$ cat config.mk
export PLATFORM = sky130hd
export DESIGN_NAME = dinac_top
export DESIGN_NICKNAME = d
export VERILOG_FILES = /design/src/dinac_pkg.sv /design/src/dinac_top.sv /design/src/dinac_qual.sv
export VERILOG_INCLUDE_DIRS = /design/src /design/src/src
export SDC_FILE = /design/constraint.sdc
export NUM_CORES = 1
export LEC_CHECK = 0
export ABC_AREA = 1
export BUFFER_PORTS_ARGS = -buffer_cell sky130_fd_sc_hd__buf_2
export CAP_MARGIN = 20
export CORE_UTILIZATION = 61
export CTS_CLUSTER_DIAMETER = 50
export DETAILED_ROUTE_END_ITERATION = 12
export GPL_TIMING_DRIVEN = 0
export PLACE_DENSITY = 0.95
export SYNTH_ARGS = -nofsm -noshare
export SYNTH_HDL_FRONTEND = slang
export SYNTH_SLANG_ARGS = --single-unit
$ cat constraint.sdc
create_clock -name clk_i -period 5 [get_ports clk_i]
set_input_delay 0.5 -clock clk_i [delete_from_list [all_inputs] [get_ports clk_i]]
set_output_delay 0.5 -clock clk_i [all_outputs]
set_load 0.01 [all_outputs]
$ cat src/dinac_map.svh
// Constants and encodings for the digital input and alarm supervisor
`ifndef DINAC_MAP_SVH
`define DINAC_MAP_SVH

// ----------------------------------------------------------------------
// Timing
// ----------------------------------------------------------------------
`define DINAC_CLK_HZ        100000000
`define DINAC_BROWSE_SEC    15
`define DINAC_BROWSE_CYC    (`DINAC_BROWSE_SEC * `DINAC_CLK_HZ)
`define DINAC_MS_CYC        (`DINAC_CLK_HZ / 1000)
`define DINAC_BLINK_MS      500

// ----------------------------------------------------------------------
// Field widths and codes
// ----------------------------------------------------------------------
`define DINAC_FC_W          4
`define DINAC_FC_OFF        4'sh0
`define DINAC_FC_MAX        4'sh6
`define DINAC_DLY_W         16
`define DINAC_TEMP_W        16
`define DINAC_VIEW_W        3
`define DINAC_VIEW_LAST_NC  3'h3
`define DINAC_VIEW_LAST_CK  3'h6

`endif

$ cat src/dinac_pkg.sv
// Types for the digital input and alarm supervisor
package dinac_pkg;

  // Third input usage
  typedef enum logic [1:0] {
    DINAC_P3_OFF  = 2'b00,
    DINAC_P3_AUX  = 2'b01,
    DINAC_P3_CONT = 2'b10
  } dinac_p3_t;

  // Unit and resolution
  typedef enum logic [1:0] {
    DINAC_C_WHOLE = 2'b00,
    DINAC_C_TENTH = 2'b01,
    DINAC_F_WHOLE = 2'b10,
    DINAC_F_TENTH = 2'b11
  } dinac_unit_t;

  // Normal display selection
  typedef enum logic [2:0] {
    DINAC_SHOW_P1   = 3'b000,
    DINAC_SHOW_P2   = 3'b001,
    DINAC_SHOW_P3   = 3'b010,
    DINAC_SHOW_DIFF = 3'b011,
    DINAC_SHOW_SPD  = 3'b100,
    DINAC_SHOW_SPA  = 3'b101,
    DINAC_SHOW_OFF  = 3'b110
  } dinac_show_t;

  // What the display is showing
  typedef enum logic [3:0] {
    DINAC_D_BLANK   = 4'h0,
    DINAC_D_VALUE   = 4'h1,
    DINAC_D_LABEL   = 4'h2,
    DINAC_D_ALARM   = 4'h3,
    DINAC_D_CONT_OP = 4'h4,
    DINAC_D_CONT_CL = 4'h5,
    DINAC_D_STBY    = 4'h6
  } dinac_disp_t;

  // Contact qualifier states
  typedef enum logic [1:0] {
    DINAC_Q_IDLE = 2'b00,
    DINAC_Q_WAIT = 2'b01,
    DINAC_Q_ACT  = 2'b10
  } dinac_qst_t;

endpackage : dinac_pkg

$ cat src/dinac_top.sv
// Supervisor: standby, third input, contact alarms and display choice
// Behaviour
// - Powered up: active or standby, dark
// - Leaving standby replays power-up
// - Active/standby state kept across outages
// - Standby key works only when enabled
// - Third input: probe, contact or off
// - Four unit/resolution modes selectable
// - Each input gets its own offset
// - Normal display selector picks shown item
// - Display key steps through variables
// - Browsing ends 15 s after last press
// - Contact activation acts after input delay
// - Code zero ignores the contact
// - Code one drives first alarm
// - Code two drives second alarm
// - Code three drives both alarms
// - Codes four-six also disable control outputs
// - Negative codes invert contact sense
// - Contact raw state shown open/closed
// - Alarm outputs follow direct or inverted polarity
`timescale 1ns/100ps
`include "dinac_map.svh"
module dinac_top #(
  parameter int BROWSE_CYC = `DINAC_BROWSE_CYC  // Browse timeout in cycles
) (
  input  wire logic                      clk_i,          // 100 MHz clock
  input  wire logic                      rst_i,          // Sync reset, high
  input  wire logic                      nv_valid_i,     // Stored state is valid
  input  wire logic                      nv_active_i,    // Stored active state
  output logic                           nv_wr_o,        // Store request pulse
  output logic                           nv_active_o,    // Value to store
  input  wire logic                      standby_key_enable_i, // Key enable
  input  wire logic                      stby_key_i,     // Key press pulse
  input  wire logic                      disp_key_i,     // Display key pulse
  input  wire logic                      clock_en_i,     // Clock enabled
  input  wire dinac_pkg::dinac_p3_t      third_input_usage_i,  // Input use
  input  wire dinac_pkg::dinac_unit_t    unit_sel_i,     // Unit/resolution
  input  wire dinac_pkg::dinac_show_t    normal_display_select_i, // Normal view
  input  wire logic signed [`DINAC_FC_W-1:0] input_function_code_i, // Function
  input  wire logic [`DINAC_DLY_W-1:0]   input_delay_time_i, // Delay in ms
  input  wire logic                      contact_closed_i, // Contact closed
  input  wire logic signed [`DINAC_TEMP_W-1:0] probe_one_i,   // Raw probe 1
  input  wire logic signed [`DINAC_TEMP_W-1:0] probe_two_i,   // Raw probe 2
  input  wire logic signed [`DINAC_TEMP_W-1:0] probe_three_i, // Raw probe 3
  input  wire logic signed [`DINAC_TEMP_W-1:0] probe_one_offset_i,   // Offset 1
  input  wire logic signed [`DINAC_TEMP_W-1:0] probe_two_offset_i,   // Offset 2
  input  wire logic signed [`DINAC_TEMP_W-1:0] probe_three_offset_i, // Offset 3
  input  wire logic signed [`DINAC_TEMP_W-1:0] differential_setpoint_i, // SP d
  input  wire logic signed [`DINAC_TEMP_W-1:0] auxiliary_setpoint_i,    // SP a
  input  wire logic [1:0]                alarm_assigned_i, // Alarm has output
  input  wire logic [1:0]                alarm_inverted_i, // Inverted polarity
  output logic                           active_o,       // Control running
  output logic                           powerup_o,      // Power-up pulse
  output logic                           ctrl_disable_o, // Force outputs off
  output logic [1:0]                     alarm_req_o,    // Alarm requests
  output logic [1:0]                     alarm_relay_o,  // Relay closed
  output logic                           alarm_label_o,  // Alarm label shown
  output dinac_pkg::dinac_disp_t         disp_kind_o,    // Display content
  output logic [`DINAC_VIEW_W-1:0]       disp_var_o,     // Browsed variable
  output logic signed [`DINAC_TEMP_W-1:0] disp_value_o,  // Displayed value
  output dinac_pkg::dinac_unit_t         disp_unit_o     // Unit/resolution
);
  import dinac_pkg::*;

  // ----------------------------------------------------------------------
  // Helpers
  // ----------------------------------------------------------------------
  // Offset-corrected reading, used for all three inputs
  function automatic logic signed [`DINAC_TEMP_W-1:0] calib(
    input logic signed [`DINAC_TEMP_W-1:0] raw,
    input logic signed [`DINAC_TEMP_W-1:0] ofs);
    calib = raw + ofs;
  endfunction

  // ----------------------------------------------------------------------
  // Time base: one pulse per millisecond, one for display blink
  // ----------------------------------------------------------------------
  logic [16:0] ms_ff, nxt_ms;        // Cycle divider
  logic [9:0]  blk_ff, nxt_blk;      // Blink ms counter
  logic        ph_ff, nxt_ph;        // Label/value phase
  logic        ms_tick;              // Millisecond enable

  assign ms_tick = (ms_ff == 17'(`DINAC_MS_CYC - 1));

  // Divider next values
  always_comb begin
    nxt_ms  = ms_tick ? '0 : ms_ff + 1'b1;
    nxt_blk = blk_ff;
    nxt_ph  = ph_ff;
    if (ms_tick) begin
      if (blk_ff == 10'(`DINAC_BLINK_MS - 1)) begin
        nxt_blk = '0;
        nxt_ph  = ~ph_ff;
      end else begin
        nxt_blk = blk_ff + 1'b1;
      end
    end
  end

  always_ff @(posedge clk_i) begin
    if (rst_i) begin
      ms_ff  <= '0;
      blk_ff <= '0;
      ph_ff  <= 1'b0;
    end else begin
      ms_ff  <= nxt_ms;
      blk_ff <= nxt_blk;
      ph_ff  <= nxt_ph;
    end
  end

  // ----------------------------------------------------------------------
  // Active / standby
  // ----------------------------------------------------------------------
  logic act_ff, nxt_act;     // Active state
  logic boot_ff, nxt_boot;   // Restore pending after reset
  logic pu_ff, nxt_pu;       // Power-up pulse
  logic wr_ff, nxt_wr;       // Store pulse

  // Restore once after reset, then follow the key
  always_comb begin
    nxt_act  = act_ff;
    nxt_boot = 1'b0;
    nxt_pu   = 1'b0;
    nxt_wr   = 1'b0;
    if (boot_ff) begin
      nxt_act = nv_valid_i ? nv_active_i : 1'b1;
      nxt_pu  = nv_valid_i ? nv_active_i : 1'b1;
    end else if (stby_key_i && standby_key_enable_i) begin
      nxt_act = ~act_ff;
      nxt_wr  = 1'b1;
      nxt_pu  = ~act_ff;
    end
  end

  // Reset holds standby until the stored state is read back
  always_ff @(posedge clk_i) begin
    if (rst_i) begin
      act_ff  <= 1'b0;
      boot_ff <= 1'b1;
      pu_ff   <= 1'b0;
      wr_ff   <= 1'b0;
    end else begin
      act_ff  <= nxt_act;
      boot_ff <= nxt_boot;
      pu_ff   <= nxt_pu;
      wr_ff   <= nxt_wr;
    end
  end

  assign active_o    = act_ff;
  assign powerup_o   = pu_ff;
  assign nv_wr_o     = wr_ff;
  assign nv_active_o = act_ff;

  // ----------------------------------------------------------------------
  // Contact decode
  // ----------------------------------------------------------------------
  logic                   use_cont;   // Third input is a contact
  logic [`DINAC_FC_W-1:0] mag;        // Code magnitude
  logic                   fc_ok;      // Code non-zero, magnitude up to 6; -8 also passes
  logic                   cont_act;   // Contact at active level
  logic                   qual;       // Delayed activity

  assign use_cont = (third_input_usage_i == DINAC_P3_CONT);
  assign mag = input_function_code_i[`DINAC_FC_W-1] ?
               `DINAC_FC_W'(-input_function_code_i) : input_function_code_i;
  assign fc_ok = (input_function_code_i != `DINAC_FC_OFF) &&
                 ($signed(mag) <= `DINAC_FC_MAX);
  // Negative codes make the open contact the active one
  assign cont_act = use_cont && fc_ok && act_ff &&
                    (contact_closed_i ^ input_function_code_i[`DINAC_FC_W-1]);

  dinac_qual u_qual (
    .clk_i     (clk_i),
    .rst_i     (rst_i | pu_ff),
    .ms_tick_i (ms_tick),
    .active_i  (cont_act),
    .delay_i   (input_delay_time_i),
    .qual_o    (qual)
  );

  // ----------------------------------------------------------------------
  // Alarm and disable outputs, registered
  // ----------------------------------------------------------------------
  logic [1:0] req_ff, nxt_req;   // Alarm requests
  logic       dis_ff, nxt_dis;   // Control disable
  logic [1:0] rel_ff, nxt_rel;   // Relay states

  // Map code magnitude to alarms and control blocking
  always_comb begin
    nxt_req = 2'b00;
    nxt_dis = 1'b0;
    if (qual) begin
      case (mag)
        4'h1: nxt_req = 2'b01;
        4'h2: nxt_req = 2'b10;
        4'h3: nxt_req = 2'b11;
        4'h4: begin nxt_req = 2'b01; nxt_dis = 1'b1; end
        4'h5: begin nxt_req = 2'b10; nxt_dis = 1'b1; end
        4'h6: begin nxt_req = 2'b11; nxt_dis = 1'b1; end
        default: nxt_req = 2'b00;
      endcase
    end
    // Unassigned alarms leave the relay open
    nxt_rel = alarm_assigned_i & (nxt_req ^ alarm_inverted_i);
  end

  always_ff @(posedge clk_i) begin
    if (rst_i) begin
      req_ff <= 2'b00;
      dis_ff <= 1'b0;
      rel_ff <= 2'b00;
    end else begin
      req_ff <= nxt_req;
      dis_ff <= nxt_dis;
      rel_ff <= nxt_rel;
    end
  end

  assign alarm_req_o    = req_ff;
  assign ctrl_disable_o = dis_ff;
  assign alarm_relay_o  = rel_ff;
  assign alarm_label_o  = |req_ff;

  // ----------------------------------------------------------------------
  // Browsing of variables
  // ----------------------------------------------------------------------
  logic                     brw_ff, nxt_brw;  // Browsing active
  logic [`DINAC_VIEW_W-1:0] var_ff, nxt_var;  // Current variable
  logic [31:0]              to_ff, nxt_to;    // Timeout counter
  logic [`DINAC_VIEW_W-1:0] last_var;         // Last index

  assign last_var = clock_en_i ? `DINAC_VIEW_LAST_CK : `DINAC_VIEW_LAST_NC;

  // Key steps; silence for the timeout returns to normal
  always_comb begin
    nxt_brw = brw_ff;
    nxt_var = var_ff;
    nxt_to  = to_ff;
    if (!act_ff) begin
      nxt_brw = 1'b0;
      nxt_var = '0;
      nxt_to  = '0;
    end else if (disp_key_i) begin
      nxt_to  = '0;
      nxt_brw = 1'b1;
      if (!brw_ff || var_ff >= last_var) begin
        nxt_var = brw_ff ? '0 : var_ff;
      end else begin
        nxt_var = var_ff + 1'b1;
      end
    end else if (brw_ff) begin
      if (to_ff >= 32'(BROWSE_CYC - 1)) begin
        nxt_brw = 1'b0;
        nxt_var = '0;
        nxt_to  = '0;
      end else begin
        nxt_to = to_ff + 1'b1;
      end
    end
  end

  always_ff @(posedge clk_i) begin
    if (rst_i) begin
      brw_ff <= 1'b0;
      var_ff <= '0;
      to_ff  <= '0;
    end else begin
      brw_ff <= nxt_brw;
      var_ff <= nxt_var;
      to_ff  <= nxt_to;
    end
  end

  // ----------------------------------------------------------------------
  // Display selection, registered
  // ----------------------------------------------------------------------
  dinac_disp_t                   kind_ff, nxt_kind;  // Display kind
  logic signed [`DINAC_TEMP_W-1:0] val_ff, nxt_val;  // Display value
  logic signed [`DINAC_TEMP_W-1:0] p1, p2, p3;       // Calibrated readings
  dinac_show_t                   sel;                // Item to show
  logic                          cont_kind;          // Show contact state

  assign p1 = calib(probe_one_i, probe_one_offset_i);
  assign p2 = calib(probe_two_i, probe_two_offset_i);
  assign p3 = calib(probe_three_i, probe_three_offset_i);

  // Browse order 0..3 maps onto P1, P2, difference, P3
  always_comb begin
    sel = normal_display_select_i;
    if (brw_ff) begin
      case (var_ff)
        3'h0: sel = DINAC_SHOW_P1;
        3'h1: sel = DINAC_SHOW_P2;
        3'h2: sel = DINAC_SHOW_DIFF;
        3'h3: sel = DINAC_SHOW_P3;
        default: sel = DINAC_SHOW_OFF; // Time-of-day fed outside
      endcase
    end
    cont_kind = use_cont && (sel == DINAC_SHOW_P3);
    case (sel)
      DINAC_SHOW_P1:   nxt_val = p1;
      DINAC_SHOW_P2:   nxt_val = p2;
      DINAC_SHOW_P3:   nxt_val = p3;
      DINAC_SHOW_DIFF: nxt_val = p1 - p2;
      DINAC_SHOW_SPD:  nxt_val = differential_setpoint_i;
      DINAC_SHOW_SPA:  nxt_val = auxiliary_setpoint_i;
      default:         nxt_val = '0;
    endcase
    if (!act_ff) begin
      nxt_kind = DINAC_D_STBY;
    end else if (brw_ff && !ph_ff) begin
      nxt_kind = DINAC_D_LABEL;
    end else if (!brw_ff && |req_ff && !ph_ff) begin
      nxt_kind = DINAC_D_ALARM;
    end else if (cont_kind) begin
      nxt_kind = contact_closed_i ? DINAC_D_CONT_CL : DINAC_D_CONT_OP;
    end else if (sel == DINAC_SHOW_OFF || (sel == DINAC_SHOW_P3 &&
                 third_input_usage_i == DINAC_P3_OFF)) begin
      nxt_kind = DINAC_D_BLANK;
    end else begin
      nxt_kind = DINAC_D_VALUE;
    end
  end

  always_ff @(posedge clk_i) begin
    if (rst_i) begin
      kind_ff <= DINAC_D_STBY;
      val_ff  <= '0;
    end else begin
      kind_ff <= nxt_kind;
      val_ff  <= nxt_val;
    end
  end

  assign disp_kind_o  = kind_ff;
  assign disp_value_o = val_ff;
  assign disp_var_o   = var_ff;
  assign disp_unit_o  = unit_sel_i;

  // ----------------------------------------------------------------------
  // Checks
  // ----------------------------------------------------------------------
  property p_stby_dark;
    @(posedge clk_i) disable iff (rst_i) !act_ff |=> kind_ff == DINAC_D_STBY;
  endproperty
  a_stby_dark: assert property (p_stby_dark) else $error("standby not dark");
  property p_key_off;
    @(posedge clk_i) disable iff (rst_i)
      (!boot_ff && !standby_key_enable_i) |=> act_ff == $past(act_ff);
  endproperty
  a_key_off: assert property (p_key_off) else $error("key toggled state");
  property p_wake_pu;
    @(posedge clk_i) disable iff (rst_i) $rose(act_ff) |-> pu_ff;
  endproperty
  a_wake_pu: assert property (p_wake_pu) else $error("no power-up pulse");
  property p_store;
    @(posedge clk_i) disable iff (rst_i) wr_ff |-> act_ff != $past(act_ff);
  endproperty
  a_store: assert property (p_store) else $error("store without change");
  property p_code0;
    @(posedge clk_i) disable iff (rst_i)
      input_function_code_i == `DINAC_FC_OFF |=> req_ff == 2'b00;
  endproperty
  a_code0: assert property (p_code0) else $error("code zero raised alarm");
  property p_dis;
    @(posedge clk_i) disable iff (rst_i) dis_ff |-> req_ff != 2'b00;
  endproperty
  a_dis: assert property (p_dis) else $error("disable without alarm");
  property p_rel;
    @(posedge clk_i) disable iff (rst_i)
      1'b1 |=> rel_ff == (alarm_assigned_i & (req_ff ^ alarm_inverted_i)) ||
               $changed(alarm_assigned_i) || $changed(alarm_inverted_i);
  endproperty
  a_rel: assert property (p_rel) else $error("relay polarity wrong");
  property p_drop;
    @(posedge clk_i) disable iff (rst_i) !cont_act |=> ##1 req_ff == 2'b00;
  endproperty
  a_drop: assert property (p_drop) else $error("alarm held after release");
  c_alarm: cover property (@(posedge clk_i) disable iff (rst_i) $rose(|req_ff));
  c_wake:  cover property (@(posedge clk_i) disable iff (rst_i) $rose(act_ff));
  c_brw:   cover property (@(posedge clk_i) disable iff (rst_i) $fell(brw_ff));

endmodule // dinac_top

$ cat src/dinac_qual.sv
// Contact delay qualifier: active only after the programmed delay
`timescale 1ns/100ps
`include "dinac_map.svh"
module dinac_qual (
  input  wire logic                    clk_i,     // System clock
  input  wire logic                    rst_i,     // Sync reset, high
  input  wire logic                    ms_tick_i, // One pulse per ms
  input  wire logic                    active_i,  // Contact at active level
  input  wire logic [`DINAC_DLY_W-1:0] delay_i,   // Delay in ms
  output logic                         qual_o     // Qualified activity
);
  import dinac_pkg::*;

  // ----------------------------------------------------------------------
  // State
  // ----------------------------------------------------------------------
  dinac_qst_t              st_ff, nxt_st;       // Qualifier state
  logic [`DINAC_DLY_W-1:0] cnt_ff, nxt_cnt;     // Elapsed ms

  // Next state: a drop before expiry restarts the count
  always_comb begin
    nxt_st  = st_ff;
    nxt_cnt = cnt_ff;
    case (st_ff)
      DINAC_Q_IDLE: begin
        nxt_cnt = '0;
        if (active_i && delay_i == '0) begin
          nxt_st = DINAC_Q_ACT;
        end else if (active_i) begin
          nxt_st = DINAC_Q_WAIT;
        end
      end
      DINAC_Q_WAIT: begin
        if (!active_i) begin
          nxt_st  = DINAC_Q_IDLE;
          nxt_cnt = '0;
        end else if (ms_tick_i) begin
          nxt_cnt = cnt_ff + 1'b1;
          if (nxt_cnt >= delay_i) begin
            nxt_st = DINAC_Q_ACT;
          end
        end
      end
      DINAC_Q_ACT: begin
        if (!active_i) begin
          nxt_st = DINAC_Q_IDLE;
        end
      end
      default: nxt_st = DINAC_Q_IDLE;
    endcase
  end

  // Register
  always_ff @(posedge clk_i) begin
    if (rst_i) begin
      st_ff  <= DINAC_Q_IDLE;
      cnt_ff <= '0;
    end else begin
      st_ff  <= nxt_st;
      cnt_ff <= nxt_cnt;
    end
  end

  assign qual_o = (st_ff == DINAC_Q_ACT);

  // ----------------------------------------------------------------------
  // Checks
  // ----------------------------------------------------------------------
  // A drop while waiting must leave no partial count behind
  property p_restart;
    @(posedge clk_i) disable iff (rst_i)
      (st_ff == DINAC_Q_WAIT && !active_i) |=> st_ff == DINAC_Q_IDLE && cnt_ff == '0;
  endproperty
  a_restart: assert property (p_restart) else $error("pending activation kept");

endmodule // dinac_qual

=== Word-level counts from Yosys, hierarchy flattened ===
Cells that the tools add are included.
W data, S select, Z words.

* Register bits after elaboration: 111

* Magnitude comparators: 4
* Add/subtract/negate cells: 10
* Muxes and demuxes: 40
* Equality and inequality tests: 25
* Bitwise logic cells: 7
* Reduce and logical (&&, ||, !) cells: 41

{| class="wikitable"
|+ Operators with widths
! kind !! number
|-
| $pmux W16 S6 || 1
|-
| $add A16 B16 Y16 || 3
|-
| $add A32 B1 Y32 const B || 1
|-
| $ge A32 B31 Y1 const B || 1
|-
| $mux W16 || 2
|-
| $mux W32 || 1
|-
| $pmux W16 S2 || 1
|-
| $mux W3 || 10
|-
| $add A17 B1 Y17 const B || 1
|-
| $eq A17 B17 Y1 const B || 1
|-
| $add A16 B1 Y16 const B || 1
|-
| $ge A16 B16 Y1 || 1
|-
| $logic_not A16 Y1 || 1
|-
| $reduce_or A2 Y1 || 8
|-
| $sub A16 B16 Y16 || 1
|-
| $mux W2 || 7
|-
| $mux W1 || 13
|-
| $eq A3 B2 Y1 const B || 4
|-
| $eq A4 B3 Y1 const B || 3
|-
| $pmux W2 S3 || 2
|-
| $pmux W3 S4 || 1
|-
| $logic_and A1 B1 Y1 || 11
|-
| $add A10 B1 Y10 const B || 1
|-
| $eq A10 B9 Y1 const B || 1
|-
| 31 further kinds || 50
|}

=== Longest topological paths before layout ===
Gate-level depths: netlist (run 1).

* Word-level depth: 10
* Gate-level depth with buffers: 22

=== Cells and area by module ===
From an unflattened synthesis (run 1), not the netlist that was laid out.

* Cell total of the unflattened synthesis: 1447
* Area, all modules: 9421.5 µm²

{| class="wikitable"
|+ By module, submodules not included
! module !! seq. area each (µm²) !! times used !! cells each !! area each (µm²)
|-
| dinac_top || 1841.8 || 1 || 1188 || 7783.7
|-
| dinac_qual || 360.3 || 1 || 259 || 1637.8
|}

=== Least setup slack after synthesis (run 1) ===
No wires, ideal clock.

* Path kind: input -> register
* Start: input port probe_one_i[0]
* End: register val_ff[15] (netlist: disp_value_o[15])
* Data arrival time: 2972 ps
* Library setup time: 132 ps
* Cell stages on the path: 22
* Buffers on the path: 0
* Setup slack: 1896 ps
* Required time: 4868 ps
* Path through: ha_1 fa_1 nand3_1 nand3_2 nand2_1 nand2_1 xnor2_1 inv_1 ha_1 inv_1 nor4_1 nand2_1 nand3_1 nand3_1 nand2_1 nand2_1 nand2_2 nand2_1 nand2_1 nand2_1 nand3_1 a21oi_1

* Word-level cells in the longest chain between the ends: 3

{| class="wikitable"
|+ RTL lines
! element !! line !! RTL
|-
| from (decl) || dinac_top.sv:43 || <nowiki>input wire logic signed [`DINAC_TEMP_W-1:0] probe_one_i,</nowiki>
|-
| $add A16 B16 Y16 (*) || dinac_top.sv:73 || <nowiki>calib = raw + ofs;</nowiki>
|-
| $sub A16 B16 Y16 || dinac_top.sv:307 || <nowiki>DINAC_SHOW_DIFF: nxt_val = p1 - p2;</nowiki>
|-
| $pmux W16 S6 (*) || dinac_top.sv:303 || <nowiki>case (sel)</nowiki>
|-
| to (signal assigned) || dinac_top.sv:334 || <nowiki>val_ff <= nxt_val;</nowiki>
|-
| to (decl) || dinac_top.sv:281 || <nowiki>logic signed [`DINAC_TEMP_W-1:0] val_ff, nxt_val;</nowiki>
|}

Mark *: on every way between the ends. The rest lies on a longest branch, timed or not.
A chain may end at the register's enable or synchronous reset.

=== Worst setup path after layout (run 1) ===
* Start: register u_qual.cnt_ff[0]
* End: register u_qual.st_ff[0]

* Word-level cells in the longest chain between the ends: 4

{| class="wikitable"
|+ RTL lines
! element !! line !! RTL
|-
| from (decl) || dinac_qual.sv:18 || <nowiki>logic [`DINAC_DLY_W-1:0] cnt_ff, nxt_cnt;</nowiki>
|-
| from (signal assigned) || dinac_qual.sv:60 || <nowiki>cnt_ff <= nxt_cnt;</nowiki>
|-
| $add A16 B1 Y16 || dinac_qual.sv:38 || <nowiki>nxt_cnt = cnt_ff + 1'b1;</nowiki>
|-
| $ge A16 B16 Y1 || dinac_qual.sv:39 || <nowiki>if (nxt_cnt >= delay_i) begin</nowiki>
|-
| $ne A3 B3 Y1 (no line) || - ||
|-
| $reduce_and A4 Y1 (no line) || - ||
|-
| to (signal assigned) || dinac_qual.sv:59 || <nowiki>st_ff <= nxt_st;</nowiki>
|-
| to (decl) || dinac_qual.sv:17 || <nowiki>dinac_qst_t st_ff, nxt_st;</nowiki>
|}

No other way between the ends.

==> impl_metrics.yaml, run 1 <==
status:
  status: "completed"
critical_path:
  cp-start-kind: "flop"
  r2r_cells: 19
  cp-startpoint: "u_qual.cnt_ff[0]$_SDFFE_PP0P_"
  r2r-end: "u_qual.st_ff[0]$_SDFFE_PP0P_"
  crit_path_end_kind: "flop"
  cp_max_fo: 5
  crit_required_ns: 5.23
  arrival_ns: 3.54
  crit_path_end: "u_qual.st_ff[0]$_SDFFE_PP0P_"
  crit_type: "reg2reg"
  ff2ff_setup_slack_ns: 1.69
  r2r_start: "u_qual.cnt_ff[0]$_SDFFE_PP0P_"
grt:
  grt_most_used_layer: "met2"
  grt_pass1_wl_um: 44060
  grt_max_degree: 21
  track_usage_pct: 33.35
  grt_util_met3_pct: 7.846
  grt_use_met1_pct: 40.47
  antenna_found_initial: 1
  met2_usage_pct: 56.59
  grt_overflow: 0
  grt_pass1_vias: 9940
detailed_routing:
  drc: 0
  antenna_left: 0
  vias_per_cell: 5.638
  vias: 10540
  drtIter0Drc: 927
  wirelength_um: 27270
  routedWlPerCell_um: 14.59
  drt_first_pass_iters: 6
floorplan:
  fp.dieArea_um2: 16360
  dieHeight_um: 127.9
  io_pins: 203
  coreArea_um2: 15310
  rows: 45
  die_x_um: 127.9
  start_util_pct: 63.15
layout:
  fin_util_pct: 73.43
  fin_cells: 1870
  area_growth_pct: 16.29
  postLayoutCellArea_um2: 11250
  final_layout_size_suffix_gt1_share_pct: 19.72
  fillCellCount: 1210
  layout.nets: 1913
timing:
  fin_hold_ws_ns: 0.2554
  layout_worst_path_cycle_share_pct: 66.14
  fmax_mhz: 302.4
  setup_slack_ns: 1.693
  rsz0062_at_grt: "no"
  setup_tns_ns: 0
  slew_headroom_pct: 53.33
  final.min_clock_period_ns: 3.307
  setup_violations: 0
  worst_clock_skew_ns: 0.005972
  worstMarginPinSlew_ns: 0.7000
  slew_violations: 0
  hold_viol: 0
clocking:
  root_buffer: "clkbuf_16"
  cts_resized: 0
  postCtsSetupRepairBufs: 0
  cts_tree: "yes"
  clkTransAtPathRegs_ns: 0.08
  clockBufferDepth: 2
  cts_buffers: 9
  clock_latency_ns: 0.36
  holdBufCountCts: 0
  cts_sinks: 110
  cts_max_level: 3
power:
  seqPwrFrac_pct: 34.9
  pwr-share-comb_pct: 35.7
  cellInternalPower_mw: 1.647
  switching_share_pct: 36.91
  vdd_ir_drop_max_v: 0.0002279
  report.power.total_mw: 2.611
  clockPowerShare_pct: 29.3
  p_sw_mw: 0.9638
  p_leak_nw: 5.508
  power.density_nw_per_um2: 232.2
place:
  place_hpwl_um: 22210
  port_buffers: 199
  placed_area_um2: 10930
  placed_cells: 1853
  gp_congestion: 0.9638
  place_ws_ns: 1.420
synth:
  synth_cell_types: 66
  syn_nets: 1703
  synth_edf_count: 0
  yosysWarnings: 0
  netlist_area_um2: 9671
  synth-seq-area-share_pct: 22.77
  synth_flop_cell: "dfxtp_1"
  synthArstFlopShare_pct: 0
  synth_seq_cells: 110
  syn_area_per_cell_um2: 6.702
  syn_inst: 1443
hold_path:
  hp-class: "in2reg"
run:
  max_cap_viol_count: 0
-- kinds of logic (layout without fill, tap and decap cells) --
family          count (synthesis)  in the layout  share of synthesized area [%]
xor+xnor                       69             69                          6.249
simple gates                  652            652                          31.69
buf+inv                       268            483                          11.36
fa+ha+maj                      92             92                          12.21
compound gates                251            251                          15.68
other cells                     1              2                        0.03878
flops                         110            110                          22.77
-- final cells by class --
class	instances	area, um2	share of cell area, %
Antenna cell	1	2.502	0.02225
Clock buffer	9	225.2	2.003
Tap cell	211	264.0	2.348
Inverter	243	912.1	8.111
Clock inverter	7	87.58	0.7788
Sequential cell	110	2202	19.58
Buffer	25	186.4	1.658
Timing Repair Buffer	199	996.0	8.856
Multi-Input combinational cell	1065	6370	56.64
-- metal layers --
| layer | part of all wire (%) | vias to the layer above |
|---|---|---|
| met4 | 3.4 | 0 |
| li1 | - | 5186 |
| met5 | 0 | - |
| met2 | 46 | 513 |
| met1 | 41 | 4774 |
| met3 | 9.2 | 70 |
-- critical path: stages (launching register included) --
cell	delay, ns
dfxtp_1	0.42
ha_1	0.22
nand3_1	0.14
nor3_1	0.27
nand2_1	0.13
inv_1	0.10
nand3_1	0.12
nor3_1	0.22
xor2_1	0.28
ha_1	0.31
nand2_1	0.09
nor2_1	0.05
a211oi_1	0.18
o21ai_0	0.12
a21oi_1	0.13
nand3_1	0.08
nand2_1	0.09
nor2_1	0.06
a31oi_1	0.13
nor2_1	0.05
-- registers in the layout, summed over array words and instances (netlist names), 2 cells and up --
signal and cells:
blk_ff 10, disp_value_o 16, disp_kind_o 3, u_qual.cnt_ff 16, alarm_relay_o 2, disp_var_o 3, to_ff 32, alarm_req_o 2
u_qual.st_ff 2, ms_ff 17
-- power by group through the flow --
stage / sequential [mW] / clock (mW) / combinational, mW
final: 0.913 / 0.766 / 0.933
after global routing: 0.914 / 0.805 / 1.03
after CTS: 0.912 / 0.769 / 0.907
after detailed placement: 0.932 / 0 / 0.900
after global placement: 0.932 / 0 / 0.873
after floorplan: 0.940 / 0 / 0.623
-- layout by cell type (no fill, tap or decap), types with 6 or more instances in the layout --
master / n
a31oi_1: 8
o21ai_0: 45
ha_1: 88
inv_1: 229
buf_2: 205
o22ai_1: 15
clkbuf_1: 6
xnor2_1: 21
a21oi_2: 7
nor3_2: 8
o21a_1: 6
nand2_2: 13
nor2_2: 13
inv_2: 11
buf_4: 9
a22oi_1: 6
nor2_1: 136
nand3_1: 79
nor3_1: 40
nor4_1: 11
clkbuf_16: 9
nand3_2: 13
a211oi_1: 13
nand2_1: 282
o21bai_1: 6
dfxtp_1: 110
nand4_1: 28
a21oi_1: 110
or2_2: 9
xor2_1: 48
-- Yosys cell counts (all sizes together) (8+ instances only) --
master    n  area [um2]
or2      10       62.56
nand2   297        1162
inv     240       900.9
buf      18       131.4
xor2     48       420.4
nor2    152       625.6
a31oi     8       50.05
nand4    29       187.7
o21ai    51       266.5
nand3    92       525.5
ha       88        1101
nor3     50       312.8
o22ai    16       106.4
a211oi   14       110.1
nor4     13       102.6
xnor2    21       183.9
a21oi   117       611.8
dfxtp   110        2202
-- how the worst min path moves through the flow --
| stage | start | end | cells after the start |
|---|---|---|---|
| floorplan | ms_ff[0]$_SDFF_PP0_ | ms_ff[0]$_SDFF_PP0_ | 1 |
| global placement | ms_ff[0]$_SDFF_PP0_ | ms_ff[0]$_SDFF_PP0_ | 1 |
| detailed placement | ms_ff[0]$_SDFF_PP0_ | ms_ff[0]$_SDFF_PP0_ | 1 |
| CTS | rst_i | boot_ff$_DFF_P_ | 1 |
| global route | rst_i | boot_ff$_DFF_P_ | 1 |
| finish | rst_i | boot_ff$_DFF_P_ | 1 |
No activity file was read; power rests on OpenSTA's default activity.
==> run 2, diff against run 1 <==
- CORE_UTILIZATION: 61 -> 51
- PLACE_DENSITY: 0.95 -> 0.88
- clock period: 5 -> 2.67 ns (I/O delays scaled with it)
==> run 2 against run 1 <==
Effect of this change: the run now ends with negative setup slack left; first-iteration DRC count rose by 17%; total power up 110%; via count increased by 6.2%; cell area increased by 12%; combinational power grew to 2.6 times the previous value; register-to-register slack worse by 2.0 ns; setup slack got worse by 2.0 ns; critical path depth up 2; maximum frequency grew 12%; sequential power is 86% higher; wire length increased by 15%; clock skew is 0.0028 ns higher; critical path type unchanged; highest routed layer unchanged.
==> impl_metrics.yaml, run 2 (synthesis results as in run 1) <==
floorplan:
  start_util_pct: 52.93
  fp.dieArea_um2: 19520
  die_x_um: 139.7
  coreArea_um2: 18270
  dieHeight_um: 139.7
  io_pins: 203
  rows: 49
layout:
  multiInputGateArea_um2: 7227
  register_area_um2: 2213
  reg.largest.list: "to_ff x32, ms_ff x17"
  fillCellCount: 1353
  largest_reg_flops: 32
  final_cell_mix: "nand2_1, inv_1, buf_2"
  final_layout_size_suffix_gt1_share_pct: 29.49
  area_growth_pct: 29.93
  n_antenna_cell: 0
  regMostFlops: "to_ff"
  layout_commonest_cell: "nand2_1"
  layout.nets: 1964
clocking:
  cts_buffers: 9
  clock_latency_ns: 0.37
  clkTransAtPathRegs_ns: 0.08
  cts_sinks: 110
  root_buffer: "clkbuf_16"
  clockBufferDepth: 2
  cts_max_level: 3
  cts_tree: "yes"
grt:
  grt_overflow: 0
  grt_max_degree: 21
  grt_pass1_wl_um: 46050
  antenna_found_initial: 0
  track_usage_pct: 28.89
  grt_pass1_vias: 10120
place:
  port_buffers: 199
  gp_congestion: 0.9892
  place_hpwl_um: 22120
power:
  p_leak_nw: 5.926
  report.power.total_mw: 5.519
  vdd_ir_drop_max_v: 0.0004763
  power.density_nw_per_um2: 439.3
critical_path:
  cp-startpoint: "u_qual.cnt_ff[0]$_SDFFE_PP0P_"
  crit_required_ns: 2.97
  cp_max_fo: 3
  arrival_ns: 3.25
  crit_path_end_kind: "flop"
  r2r_start: "u_qual.cnt_ff[0]$_SDFFE_PP0P_"
  crit_type: "reg2reg"
  cp-start-kind: "flop"
detailed_routing:
  antenna_left: 0
  drc: 0
  drtIter0Drc: 1081
  vias_per_cell: 5.780
  wirelength_um: 31300
  drt_first_pass_iters: 6
  vias: 11200
  routedWlPerCell_um: 16.15
timing:
  layout_worst_path_cycle_share_pct: 110.2
  final.min_clock_period_ns: 2.942
  fin_hold_ws_ns: 0.009011
  fmax_mhz: 339.9
  worstMarginPinSlew_ns: 0.6789
  hold_viol: 0
  setup_slack_ns: -0.2724
  slew_headroom_pct: 54.74
  worst_clock_skew_ns: 0.008786
  slew_violations: 0
  rsz0062_at_grt: "yes"
  setup_violations: 8
hold_path:
  hp-class: "in2reg"
  hold_start: "rst_i"
status:
  status: "finished, violations left"
  violations: "negative setup slack"
run:
  max_cap_viol_count: 0
run 2: routing by layer:
layer	up-vias	global-route usage, %	part of all wire, %	wire (um)
met4	0	13.24	4.7	1485
li1	5272	-	-	-
met3	141	3.992	9.1	2848
met1	5122	36.03	39	12200
met2	666	49.26	47	14760
met5	-	0	0	0
run 2: layout make-up:
cell class / count / area share (%)
multi-input combinational: 1065 / 57.52
sequential: 110 / 17.62
timing repair buffer: 250 / 11.36
inverter: 243 / 7.309
tap: 229 / 2.280
clock buffer: 10 / 1.902
buffer: 25 / 1.504
clock inverter: 6 / 0.5079
run 2: timing repair:
action	CTS	global route
cloned	0	0
resized for setup	45	132
hold buffers	0	0
endpoints found under the setup margin	9	14
setup buffers	28	24
hold endpoints to repair	0	0
pin swaps	23	74
run 2: through the flow:
| stage | util [%] | instances | TNS, ns | cell area, um2 | setup slack (ns) |
|---|---|---|---|---|---|
| 3_5_place_dp | 60.17 | 1871 | -5.460 | 10990 | -0.5620 |
| 6_report | 68.77 | 1938 | -0.9376 | 12560 | -0.2724 |
| 2_1_floorplan | - | 1443 | 0 | 9711 | 0.003422 |
| 5_1_grt | 68.77 | 1938 | -1.845 | 12560 | -0.4289 |
| 4_1_cts | 64.10 | 1915 | -0.3113 | 11710 | -0.1797 |
| 3_3_place_gp | 60.17 | 1871 | -5.009 | 10990 | -0.5414 |
run 2: critical path, stage by stage (launching register included):
cell and delay [ns]:
dfxtp_4 0.37, ha_4 0.16, nand3_2 0.10, nor3_4 0.05, buf_4 0.13, buf_4 0.13, buf_4 0.13, buf_4 0.12
buf_4 0.13, xnor2_1 0.23, inv_1 0.15, ha_4 0.29, nand4_1 0.10, inv_1 0.07, nand2_1 0.05, o211ai_1 0.10
a21oi_1 0.10, nand3_1 0.09, nand2_2 0.06, nor2_2 0.09, nand2_1 0.07, a21oi_1 0.13
run 2: report_power, final:
part	total [mW]	internal [mW]	switching, mW
clock	1.38	0.686	0.697
sequential	1.70	1.68	0.0215
combinational	2.43	1.00	1.43
run 2: path summary, 6_finish.rpt:
path | to | slack, ns | cells past startpoint
worst max-delay path | u_qual.st_ff[1]$_SDFFE_PP0P_ | -0.27 | 21
worst min-delay path | boot_ff$_DFF_P_ | 0.009 | 1
worst max register to register | u_qual.st_ff[1]$_SDFFE_PP0P_ | -0.27 | 21
worst min register to register | ms_ff[0]$_SDFF_PP0_ | 0.45 | 1
